$ cat config.mk
export PLATFORM = sky130hd
export DESIGN_NAME = bctu_top
export DESIGN_NICKNAME = d
export VERILOG_FILES = /design/src/pkg/bctu_pkg.sv /design/src/logic/bctu_top.sv
export SDC_FILE = /design/constraint.sdc
export NUM_CORES = 1
export LEC_CHECK = 0
export BUFFER_PORTS_ARGS = -buffer_cell sky130_fd_sc_hd__buf_2
export CELL_PAD_IN_SITES_DETAIL_PLACEMENT = 1
export CELL_PAD_IN_SITES_GLOBAL_PLACEMENT = 1
export CORE_AREA = 4 4 156 158
export CTS_CLUSTER_DIAMETER = 40
export DETAILED_ROUTE_END_ITERATION = 6
export DIE_AREA = 0 0 160 162
export GPL_ROUTABILITY_DRIVEN = 0
export PLACE_DENSITY_LB_ADDON = 0.15
export SLEW_MARGIN = 10
export SYNTH_ARGS = -nofsm -noshare
export SYNTH_HDL_FRONTEND = slang
export SYNTH_SLANG_ARGS = --single-unit
$ cat constraint.sdc
create_clock -name clk -period 4.4 [get_ports clk]
set_input_delay 0.22 -clock clk [delete_from_list [all_inputs] [get_ports clk]]
set_output_delay 0.22 -clock clk [all_outputs]
set_load 0.005 [all_outputs]
$ cat src/pkg/bctu_pkg.sv
// Purpose: constants for the bus compare trigger unit
// Assumes: 16-bit cpu address, 8-bit cpu data, 8-entry capture fifo
// Notes:   register indices are word offsets on the plain register port
package bctu_pkg;
    localparam int          ADDR_W     = 16;
    localparam int          DATA_W     = 8;
    localparam int          FIFO_DEPTH = 8;
    localparam int          CNT_W      = 4;
    localparam int          PTR_W      = 3;
    localparam int          REG_AW     = 4;
    // register map (high register space)
    localparam logic [3:0]  REG_CMPA_HI = 4'h0;
    localparam logic [3:0]  REG_CMPA_LO = 4'h1;
    localparam logic [3:0]  REG_CMPB_HI = 4'h2;
    localparam logic [3:0]  REG_CMPB_LO = 4'h3;
    localparam logic [3:0]  REG_FIFO_HI = 4'h4;
    localparam logic [3:0]  REG_FIFO_LO = 4'h5;
    localparam logic [3:0]  REG_CTRL    = 4'h6;
    localparam logic [3:0]  REG_TRIG    = 4'h7;
    localparam logic [3:0]  REG_STAT    = 4'h8;
    // control register fields
    localparam int          CTL_ARM      = 7;
    localparam int          CTL_BRK_EN   = 6;
    localparam int          CTL_A_DIR_EN = 5;
    localparam int          CTL_A_DIR    = 4;
    localparam int          CTL_B_DIR_EN = 3;
    localparam int          CTL_B_DIR    = 2;
    localparam int          CTL_OPC_EN   = 1;
    localparam logic [7:0]  CTRL_RST     = 8'h00;
    localparam logic [7:0]  TRIG_RST     = 8'h00;
    // trigger mode field, low four bits of trigger register
    localparam logic [3:0]  TM_A_ONLY     = 4'h0;
    localparam logic [3:0]  TM_A_OR_B     = 4'h1;
    localparam logic [3:0]  TM_A_THEN_B   = 4'h2;
    localparam logic [3:0]  TM_A_AND_BD   = 4'h3;
    localparam logic [3:0]  TM_A_AND_NBD  = 4'h4;
    localparam logic [3:0]  TM_INSIDE     = 4'h5;
    localparam logic [3:0]  TM_OUTSIDE    = 4'h6;
    // action field, bits 5:4 of trigger register
    localparam int          TRG_ACT_LSB   = 4;
    localparam logic [1:0]  ACT_BREAK     = 2'h0;
    localparam logic [1:0]  ACT_STORE     = 2'h1;
    localparam logic [1:0]  ACT_COF_BEGIN = 2'h2;
    localparam logic [1:0]  ACT_COF_END   = 2'h3;
endpackage

$ cat src/logic/bctu_top.sv
// Purpose: bus compare trigger unit (on_chip_trace_unit)
// Assumes: cpu bus clock clk, one bus cycle per clk when cpu_cycle is high
// Notes:   reached by the background_debug_ctrl over a plain register port
//
// Decided for this implementation: the register offsets and strobed register access.
`timescale 1ns/100ps
module bctu_top
(
    // clock and reset
    input  wire logic        clk,
    input  wire logic        reset,
    // cpu bus
    input  wire logic        cpu_cycle,
    input  wire logic [15:0] cpu_addr,
    input  wire logic [7:0]  cpu_rdata,
    input  wire logic [7:0]  cpu_wdata,
    input  wire logic        cpu_rw,
    input  wire logic        cpu_opfetch,
    input  wire logic        cpu_opexec,
    input  wire logic [15:0] cpu_exec_addr,
    input  wire logic        cpu_cof,
    input  wire logic        bdc_access,
    // register port
    input  wire logic [3:0]  reg_addr,
    input  wire logic [7:0]  reg_wdata,
    input  wire logic        reg_wr,
    input  wire logic        reg_rd,
    output logic      [7:0]  reg_rdata,
    // breakpoint
    output logic             cpu_break
);

    logic [15:0] cmpa_r;
    logic [15:0] cmpb_r;
    logic [7:0]  ctrl_r;
    logic [7:0]  trig_r;
    logic [15:0] fifo_mem [bctu_pkg::FIFO_DEPTH];
    logic [2:0]  wr_ptr_r;
    logic [2:0]  rd_ptr_r;
    logic [3:0]  cnt_r;
    logic [7:0]  hold_lo_r;
    logic [15:0] opc_addr_r;
    logic        opc_pend_r;
    logic        hit_a_r;
    logic        hit_b_r;
    logic        hit_rng_r;
    logic        seen_a_r;
    logic        tracing_r;
    logic        done_r;
    logic [7:0]  bdata_r;

    logic [3:0]  mode;
    logic [1:0]  act;
    logic        data_mode;
    logic [7:0]  b_data;
    logic        a_dir_ok;
    logic        b_dir_ok;
    logic        eq_a;
    logic        eq_b;
    logic        in_rng;
    logic        a_opc;
    logic        b_opc;
    logic        fire;
    logic        push;
    logic [15:0] push_word;
    logic        pop;
    logic        armed;

    assign mode  = trig_r[3:0];
    assign act   = trig_r[bctu_pkg::TRG_ACT_LSB +: 2];
    assign armed = ctrl_r[bctu_pkg::CTL_ARM];
    assign data_mode = (mode == bctu_pkg::TM_A_AND_BD)
                    || (mode == bctu_pkg::TM_A_AND_NBD);

    // data bus pick for comparator B
    always_comb
    begin
        if (ctrl_r[bctu_pkg::CTL_A_DIR_EN] && !ctrl_r[bctu_pkg::CTL_A_DIR])
            b_data = cpu_wdata;
        else
            b_data = cpu_rdata;
    end

    // direction qualify, ignored when its enable is clear
    assign a_dir_ok = !ctrl_r[bctu_pkg::CTL_A_DIR_EN]
                   || (cpu_rw == ctrl_r[bctu_pkg::CTL_A_DIR]);
    assign b_dir_ok = !ctrl_r[bctu_pkg::CTL_B_DIR_EN]
                   || (cpu_rw == ctrl_r[bctu_pkg::CTL_B_DIR]);

    assign eq_a   = (cpu_addr == cmpa_r);
    assign eq_b   = data_mode ? (b_data == cmpb_r[7:0])
                              : (cpu_addr == cmpb_r);
    assign in_rng = (cpu_addr >= cmpa_r) && (cpu_addr <= cmpb_r);

    // opcode tracking: match taken at fetch, confirmed at execute
    always_ff @(posedge clk or posedge reset)
    begin
        if (reset)
        begin
            opc_pend_r <= 1'b0;
            opc_addr_r <= 16'h0000;
        end
        else if (cpu_opfetch && !bdc_access && (eq_a || eq_b))
        begin
            opc_pend_r <= 1'b1;
            opc_addr_r <= cpu_addr;
        end
        else if (cpu_opexec)
            opc_pend_r <= 1'b0;
    end

    assign a_opc = cpu_opexec && (cpu_exec_addr == cmpa_r)
                && (opc_addr_r == cmpa_r);
    assign b_opc = cpu_opexec && (cpu_exec_addr == cmpb_r)
                && (opc_addr_r == cmpb_r);

    // registered qualified hits
    always_ff @(posedge clk or posedge reset)
    begin
        if (reset)
        begin
            hit_a_r   <= 1'b0;
            hit_b_r   <= 1'b0;
            hit_rng_r <= 1'b0;
            bdata_r   <= 8'h00;
        end
        else if (bdc_access || !cpu_cycle)
        begin
            hit_a_r   <= 1'b0;
            hit_b_r   <= 1'b0;
            hit_rng_r <= 1'b0;
        end
        else if (ctrl_r[bctu_pkg::CTL_OPC_EN])
        begin
            hit_a_r   <= a_opc && opc_pend_r;
            hit_b_r   <= b_opc && opc_pend_r;
            hit_rng_r <= 1'b0;
        end
        else
        begin
            hit_a_r   <= eq_a && a_dir_ok;
            hit_b_r   <= eq_b && b_dir_ok;
            hit_rng_r <= a_dir_ok && (in_rng
                         != (mode == bctu_pkg::TM_OUTSIDE));
            bdata_r   <= b_data;
        end
    end

    // trigger mode combination
    always_comb
    begin
        case (mode)
            bctu_pkg::TM_A_ONLY:    fire = hit_a_r;
            bctu_pkg::TM_A_OR_B:    fire = hit_a_r || hit_b_r;
            bctu_pkg::TM_A_THEN_B:  fire = seen_a_r && hit_b_r;
            bctu_pkg::TM_A_AND_BD:  fire = hit_a_r && hit_b_r;
            bctu_pkg::TM_A_AND_NBD: fire = hit_a_r && !hit_b_r;
            bctu_pkg::TM_INSIDE:    fire = hit_rng_r;
            bctu_pkg::TM_OUTSIDE:   fire = hit_rng_r;
            default:                fire = 1'b0;
        endcase
        fire = fire && armed && !done_r;
    end

    always_ff @(posedge clk or posedge reset)
    begin
        if (reset)
            seen_a_r <= 1'b0;
        else if (!armed)
            seen_a_r <= 1'b0;
        else if (hit_a_r)
            seen_a_r <= 1'b1;
    end

    // action on a qualified match
    always_ff @(posedge clk or posedge reset)
    begin
        if (reset)
        begin
            tracing_r <= 1'b0;
            done_r    <= 1'b0;
            cpu_break <= 1'b0;
        end
        else
        begin
            cpu_break <= fire && (act == bctu_pkg::ACT_BREAK)
                      && ctrl_r[bctu_pkg::CTL_BRK_EN];
            if (!armed)
            begin
                tracing_r <= 1'b0;
                done_r    <= 1'b0;
            end
            else if (fire && act == bctu_pkg::ACT_COF_BEGIN)
                tracing_r <= 1'b1;
            else if (fire && act == bctu_pkg::ACT_COF_END)
                done_r    <= 1'b1;
            else if (tracing_r && cnt_r == 4'(bctu_pkg::FIFO_DEPTH))
                done_r    <= 1'b1;
        end
    end

    // fifo fill: data store or change-of-flow trace
    always_comb
    begin
        push      = 1'b0;
        push_word = 16'h0000;
        if (fire && act == bctu_pkg::ACT_STORE)
        begin
            push      = 1'b1;
            push_word = {8'h00, bdata_r};
        end
        else if (armed && !done_r && cpu_cof && !bdc_access
                 && ((act == bctu_pkg::ACT_COF_BEGIN && tracing_r
                      && cnt_r != 4'(bctu_pkg::FIFO_DEPTH))
                  || act == bctu_pkg::ACT_COF_END))
        begin
            push      = 1'b1;
            push_word = cpu_addr;
        end
    end

    // a read of the high byte pops a word; low byte held for next read
    assign pop = reg_rd && (reg_addr == bctu_pkg::REG_FIFO_HI)
              && (cnt_r != 4'h0);

    always_ff @(posedge clk)
    begin
        if (push)
            fifo_mem[wr_ptr_r] <= push_word;
    end

    always_ff @(posedge clk or posedge reset)
    begin
        if (reset)
        begin
            wr_ptr_r <= 3'h0;
            rd_ptr_r <= 3'h0;
            cnt_r    <= 4'h0;
        end
        else if (reg_wr && reg_addr == bctu_pkg::REG_CTRL
                 && reg_wdata[bctu_pkg::CTL_ARM] && !armed)
        begin
            wr_ptr_r <= 3'h0;
            rd_ptr_r <= 3'h0;
            cnt_r    <= 4'h0;
        end
        else
        begin
            if (push)
            begin
                // full fifo overwrites oldest for store and trace-end actions
                wr_ptr_r <= wr_ptr_r + 3'h1;
                if (cnt_r == 4'(bctu_pkg::FIFO_DEPTH))
                    rd_ptr_r <= rd_ptr_r + 3'h1;
            end
            if (pop)
                rd_ptr_r <= rd_ptr_r + 3'h1;
            if (push && !pop && cnt_r != 4'(bctu_pkg::FIFO_DEPTH))
                cnt_r <= cnt_r + 4'h1;
            else if (pop && !push)
                cnt_r <= cnt_r - 4'h1;
        end
    end

    always_ff @(posedge clk or posedge reset)
    begin
        if (reset)
            hold_lo_r <= 8'h00;
        else if (pop)
            hold_lo_r <= fifo_mem[rd_ptr_r][7:0];
    end

    // control registers
    always_ff @(posedge clk or posedge reset)
    begin
        if (reset)
        begin
            cmpa_r <= 16'h0000;
            cmpb_r <= 16'h0000;
            ctrl_r <= bctu_pkg::CTRL_RST;
            trig_r <= bctu_pkg::TRIG_RST;
        end
        else if (reg_wr)
        begin
            case (reg_addr)
                bctu_pkg::REG_CMPA_HI: cmpa_r[15:8] <= reg_wdata;
                bctu_pkg::REG_CMPA_LO: cmpa_r[7:0]  <= reg_wdata;
                bctu_pkg::REG_CMPB_HI: cmpb_r[15:8] <= reg_wdata;
                bctu_pkg::REG_CMPB_LO: cmpb_r[7:0]  <= reg_wdata;
                bctu_pkg::REG_CTRL:    ctrl_r       <= reg_wdata;
                bctu_pkg::REG_TRIG:    trig_r       <= reg_wdata;
                default:               ;
            endcase
        end
    end

    // read data one cycle after the strobe
    always_ff @(posedge clk or posedge reset)
    begin
        if (reset)
            reg_rdata <= 8'h00;
        else if (reg_rd)
        begin
            case (reg_addr)
                bctu_pkg::REG_CMPA_HI: reg_rdata <= cmpa_r[15:8];
                bctu_pkg::REG_CMPA_LO: reg_rdata <= cmpa_r[7:0];
                bctu_pkg::REG_CMPB_HI: reg_rdata <= cmpb_r[15:8];
                bctu_pkg::REG_CMPB_LO: reg_rdata <= cmpb_r[7:0];
                bctu_pkg::REG_FIFO_HI:
                    reg_rdata <= (cnt_r != 4'h0)
                               ? fifo_mem[rd_ptr_r][15:8] : 8'h00;
                bctu_pkg::REG_FIFO_LO: reg_rdata <= hold_lo_r;
                bctu_pkg::REG_CTRL:    reg_rdata <= ctrl_r;
                bctu_pkg::REG_TRIG:    reg_rdata <= trig_r;
                bctu_pkg::REG_STAT:
                    reg_rdata <= {tracing_r, done_r, 2'b00, cnt_r};
                default:               reg_rdata <= 8'h00;
            endcase
        end
        else
            reg_rdata <= 8'h00;
    end
endmodule

== After elaboration in Yosys (flattened, before gate mapping) ==
Memory sizes are Yosys's and may differ from the RTL's.
Cells that the tools add are included.
Word-level totals
  flip-flop bits (word level): 106
  RAM bits: 128
  bits of input ports: 70
  output and inout bits: 9
  logic and storage cells: 174
  memories kept: 1
Cells by class
  add/subtract/negate cells: 4
  magnitude comparators: 2
  equal/unequal tests: 33
  muxes and demuxes: 37
  bitwise gates (word level): 2
  reduce and logical (&&, ||, !) cells: 74
Memory list
  fifo_mem: depth 8, bits a word 16, rd ports 1, clocked after memory_dff 0, wr ports 1, line bctu_top.sv:37  | logic [15:0] fifo_mem [bctu_pkg::FIFO_DEPTH];
Operators by type and width (count)
  16-bit equality test: 6
  8-bit one-hot mux with 9 select lines: 1
  1-bit logical AND: 38
  16-bit 2-to-1 mux: 2
  4-bit by 3-bit equality test with 1-bit output, second input constant: 7
  8-bit 2-to-1 mux: 3
  1-bit 2-to-1 mux: 21
  3-bit 2-to-1 mux: 6
  2-bit AND reduction: 9
  4-bit by 2-bit equality test with 1-bit output, second input constant: 4
  16-bit greater-or-equal comparator: 1
  16-bit less-or-equal comparator: 1
  4-bit 2-to-1 mux: 3
  1-bit logical NOT: 10
  3-bit nonzero test: 3
  4-bit by 1-bit equality test with 1-bit output, second input constant: 2
  4-bit equality test, second input constant: 2
  8-bit equality test: 1
  4-bit logical NOT: 2
  1-bit logical OR: 7
  3-bit by 1-bit adder with 3-bit output, second input constant: 2
  1-bit one-hot mux with 6 select lines: 1
  4-bit by 1-bit adder with 4-bit output, second input constant: 1
  2-bit equality test, second input constant: 2
  13 further kinds: 17

== Depth between registers and ports, before layout ==
  depth in word-level cells: 12
  depth in mapped cells: 12
  gate-level depth less buffers: 11

== Worst setup path before layout ==
Ideal clock, no wire load.
  path kind: register -> register
  from: register trig_r[0]
  to: memory fifo_mem[2][0] (enable)
  library setup time: 436 ps
  data arrival time: 3239 ps
  required time: 3964 ps
  path slack: 725 ps
  stages on the path, launching flop included: 7
  path buffers: 1
  clock period less this slack: 3675 ps
  path through: dfrtp_1 clkbuf_1 and4b_1 a311oi_1 o221ai_1 a41oi_1 nor4b_1
Between the ends
  cells in the longest elaborated chain, start to end: 9
  elaborated cells between the ends (all ways): 15
  classes of those cells: 6 x eq/ne; 4 x mux; 5 x reduce/logical
Ends and longest elaborated chain
  start: declaration: line bctu_top.sv:36  | logic [7:0] trig_r;
  start signal: assignment: line bctu_top.sv:281  | trig_r <= bctu_pkg::TRIG_RST;
  start signal: assignment: line bctu_top.sv:291  | bctu_pkg::REG_TRIG: trig_r <= reg_wdata;
  4-bit by 3-bit equality test with 1-bit output: line bctu_top.sv:152  | case (mode)
  2-bit OR reduction (no source line)
  1-bit one-hot mux with 6 select lines (*): line bctu_top.sv:152
  1-bit logical AND (*) (2 in a row): line bctu_top.sv:162  | fire = fire && armed && !done_r;
  1-bit logical AND (*): line bctu_top.sv:207  | if (fire && act == bctu_pkg::ACT_STORE)
  1-bit 2-to-1 mux (*): line bctu_top.sv:207
  1-bit 2-to-1 mux (*): line bctu_top.sv:228  | if (push)
  1-bit 2-to-1 mux (not written as such) (*): line bctu_top.sv:229  | fifo_mem[wr_ptr_r] <= push_word;
  end: declaration: line bctu_top.sv:37
Mark *: on every way between the ends. The rest lies on a longest branch, timed or not.

== Worst setup path in the final report ==
  from: register ctrl_r[4]
  to: register opc_addr_r[10]
Between the ends
  cells in the longest elaborated chain, start to end: 7
Ends and longest elaborated chain
  start: declaration: line bctu_top.sv:35  | logic [7:0] ctrl_r;
  start signal: assignment: line bctu_top.sv:280  | ctrl_r <= bctu_pkg::CTRL_RST;
  start signal: assignment: line bctu_top.sv:290  | bctu_pkg::REG_CTRL: ctrl_r <= reg_wdata;
  1-bit logical NOT: line bctu_top.sv:78  | if (ctrl_r[bctu_pkg::CTL_A_DIR_EN] && !ctrl_r[bctu_pkg::CTL_A_DIR])
  1-bit logical AND: line bctu_top.sv:78
  8-bit 2-to-1 mux: line bctu_top.sv:78
  8-bit equality test: line bctu_top.sv:91  | assign eq_b = data_mode ? (b_data == cmpb_r[7:0])
  1-bit 2-to-1 mux: line bctu_top.sv:91
  1-bit logical OR: line bctu_top.sv:103  | else if (cpu_opfetch && !bdc_access && (eq_a || eq_b))
  1-bit logical AND: line bctu_top.sv:103
  end signal: assignment: line bctu_top.sv:106  | opc_addr_r <= cpu_addr;
  end: declaration: line bctu_top.sv:42  | logic [15:0] opc_addr_r;
Every way passes these cells.
A chain may end at the register's enable or synchronous reset.

==> flow_summary_export.csv <==
group,metric,value,unit
global_route,grt_busiest_layer,"met2",
clock_tree,cts_sinks,234,
routing,wl,35.2,mm
sta,fin_crit,3.31,ns
finish,stdcell_area,0.0135,mm²
critical_path,worst-setup-path-type,"reg -> reg",
critical_path,start_kind,"flop",
synthesis,ys_warn_count,0,
clock_tree,cts.reportedPaths.clkPinSlew,0.05,ns
sta,fin_setup_tns,0,ns
routing,vias,8055,
synthesis,synth_top_family_by_area,"multiplexers",
sta,skew,0.0161,ns
synthesis,synth_mux_area_share,16.0,%
critical_path,rrSetupSlack,1.09,ns
synthesis,yosys.area.top_type_share,34.0,%
synthesis,synth_common_cells,"edfxtp_1 (128), dfrtp_1 (106), mux2_2 (60)",
clock_tree,clock_latency,0.52,ns
die,row_count,56,
synthesis,synthArstFlopShare,45.3,%
synthesis,ys_ff_latch,234,
clock_tree,cts_buffers,38,
clock_tree,post_cts_resized,0,
pwr,power.density,539,mW/mm²
sta,maxSlewViolCount,0,
synthesis,syn-cell-area,0.0113,mm²
clock_tree,cts_tree,"built",
placed_design,io_buffers,78,
synthesis,syn_inst,847,
sta,finalSetupViolations,0,
finish,drive_above_1_share,27.2,%
global_route,grt_pass1_wl,53.3,mm
hold_path,hold_path.class,"in -> reg",
sta,rsz0062_at_grt,"no",
outcome,run_status,"finished clean",
clock_tree,htree_num_levels,2,
synthesis,ys.flop_type,"edfxtp_1",
pwr,power_leakage,5.77,nW
sta,slew_headroom,27.9,%
placed_design,dp_hpwl,24.9,mm
critical_path,worstSetupEndpointType,"flop",
die,die_y,162,µm
die,start_util,48.9,%
sta,fmax,302,MHz
sta,finalHoldViolCount,0,
global_route,grt_overflow,0,
synthesis,yosys.area_share.xor_xnor,2.01,%
critical_path,cp.required,4.80,ns
routing,initialDrtViolationCount,866,
sta,tightest_slew,1.08,ns
die,die_w,160,µm
finish,postLayoutCoreUtil,58.4,%
clock_tree,clock_path_buffers,3,
global_route,antenna_found_initial,1,
global_route,grt_pass1_vias,8553,
global_route,met2_usage,44.5,%
synthesis,synth_compound_area_share,7.51,%
finish,fill_cells,2273,
die,ios,79,
synthesis,post-synth-top-count-cell,"edfxtp_1",
synthesis,synth_cell_types,58,
routing,wl_per_cell,27.6,µm
synthesis,yosys.area_share.simple,10.2,%
die,core_area,0.0231,mm²
die,die_area,0.0259,mm²
synthesis,synth-seq-area-share,57.5,%
global_route,grt_max_degree,75,
global_route,use_met3,4.59,%
sta,fin_crit_sh,75.2,%
pwr,ir_worst_vdd,0.000347,V
global_route,use_met1,38.3,%
clock_tree,cts_root_buf,"clkbuf_16",
clock_tree,cts_hold_buf,2,
critical_path,arrival,3.70,ns
clock_tree,postCtsSetupBuffers,0,
routing,drcViolationCount,0,
synthesis,syn_avg_cell_area,13.3,µm²
global_route,track_usage,27.2,%
synthesis,synth_edf_count,128,
routing,via_per_inst,6.32,
finish,fin_nets,1060,
placed_design,placed_area,0.0121,mm²
routing,firstDrtPassIters,6,
routing,postRouteAntennaNets,0,
synthesis,synthAdderAreaFrac,4.16,%
flow_run,drv_cap,0,
finish,synthToLayoutAreaGrowth,19.5,%
critical_path,cp_max_fo,17,
synthesis,synth_area_leaders,"edfxtp_1 (34%), dfrtp_1 (23%), mux4_2 (6.6%), mux2_2 (6.0%), ha_1 (4.0%)",
synthesis,synth_nets,954,
synthesis,yosys.area.top_type,"edfxtp_1",
==> sequential cells by signal, summed over array words and instances (netlist names), 4 cells and up <==
name / count
cmpb_r: 16
ctrl_r: 8
bdata_r: 8
trig_r: 8
hold_lo_r: 8
cnt_r: 4
opc_addr_r: 16
cmpa_r: 16
reg_rdata: 8
fifo_mem: 128
==> per-stage QoR <==
stage               cells  hold WS, ns  worst slack [ns]  power (mW)
floorplan             847        0.355             0.725        3.62
global placement     1201        0.471              1.27        4.03
detailed placement   1201        0.481              1.13        4.10
CTS                  1273       0.0227              1.13        7.33
global route         1273       0.0257             0.900        7.62
finish               1274       0.0343              1.09        7.29
==> cells in the final DEF (no fill, tap or decap), drive strengths merged, types with 7 or more instances in the layout <==
master  instances
nand3          25
xnor2          11
nand2          46
o21ai          28
nand4           9
clkbuf         44
inv            52
nor2           33
a22o            8
a21o            9
and3           17
nor3           22
nor3b           7
or3            12
buf            96
mux2           69
nor2b          11
edfxtp        128
xor2           15
bufinv          7
and2            9
dfrtp         106
ha             36
a21oi          28
nand2b          7
nor4           10
o22ai           9
mux2i          29
mux4           33
==> layout make-up <==
type                            count  area, µm²  share of cell area, %
Clock inverter                     26        373                   2.76
Multi-Input combinational cell    539       4560                   33.7
Antenna cell                        1       2.50                 0.0185
Inverter                           42        160                   1.19
Sequential cell                   234       6500                   48.1
Tap cell                          290        363                   2.68
Clock buffer                       44       1010                   7.51
Timing Repair Buffer               98        546                   4.04
==> per-layer routing <==
layer  share of wire (%)  wire length (µm)
met2                  48             16900
met1                  42             15000
met3                 7.2              2540
met5                   0                 0
met4                 2.4               843
==> critical path, stage by stage, from the launching register on <==
cell and delay, ns:
dfrtp_1 0.40, nand2b_1 0.51, mux2i_1 0.37, xnor2_1 0.12, nor4_2 0.32, a311oi_1 0.21
nor3b_4 0.83, mux2_2 0.43
==> worst paths after layout <==
| check | depth (start not counted) | from | endpoint |
|---|---|---|---|
| max | 7 | ctrl_r[4]$_DFFE_PP0P_ | opc_addr_r[10]$_DFFE_PP0P_ |
| min | 2 | cpu_addr[13] | opc_addr_r[13]$_DFFE_PP0P_ |
| max reg2reg | 7 | ctrl_r[4]$_DFFE_PP0P_ | opc_addr_r[10]$_DFFE_PP0P_ |
| min reg2reg | 2 | hold_lo_r[7]$_DFFE_PP0P_ | hold_lo_r[7]$_DFFE_PP0P_ |
| max in group asynchronous | 4 | reset | bdata_r[2]$_DFFE_PP0P_ |
| min in group asynchronous | 3 | reset | cnt_r[1]$_DFFE_PP0P_ |
==> cells by family after synthesis <==
group | after synthesis
AO/OA/AOI/OAI | 127
flip-flops | 234
multiplexers | 131
adder cells (fa/ha/maj) | 37
buffers and inverters | 74
XOR/XNOR | 26
AND/OR/NAND/NOR | 218
==> power by group <==
part           switching [mW]  leakage, nW  internal [mW]  total, mW
Clock                    1.10        0.673           2.10       3.20
Combinational           0.610         2.34          0.585       1.20
Sequential              0.389         2.76           2.50       2.89
Total                    2.10         5.77           5.19       7.29
Note: power is estimated with default switching activity, not from simulation.
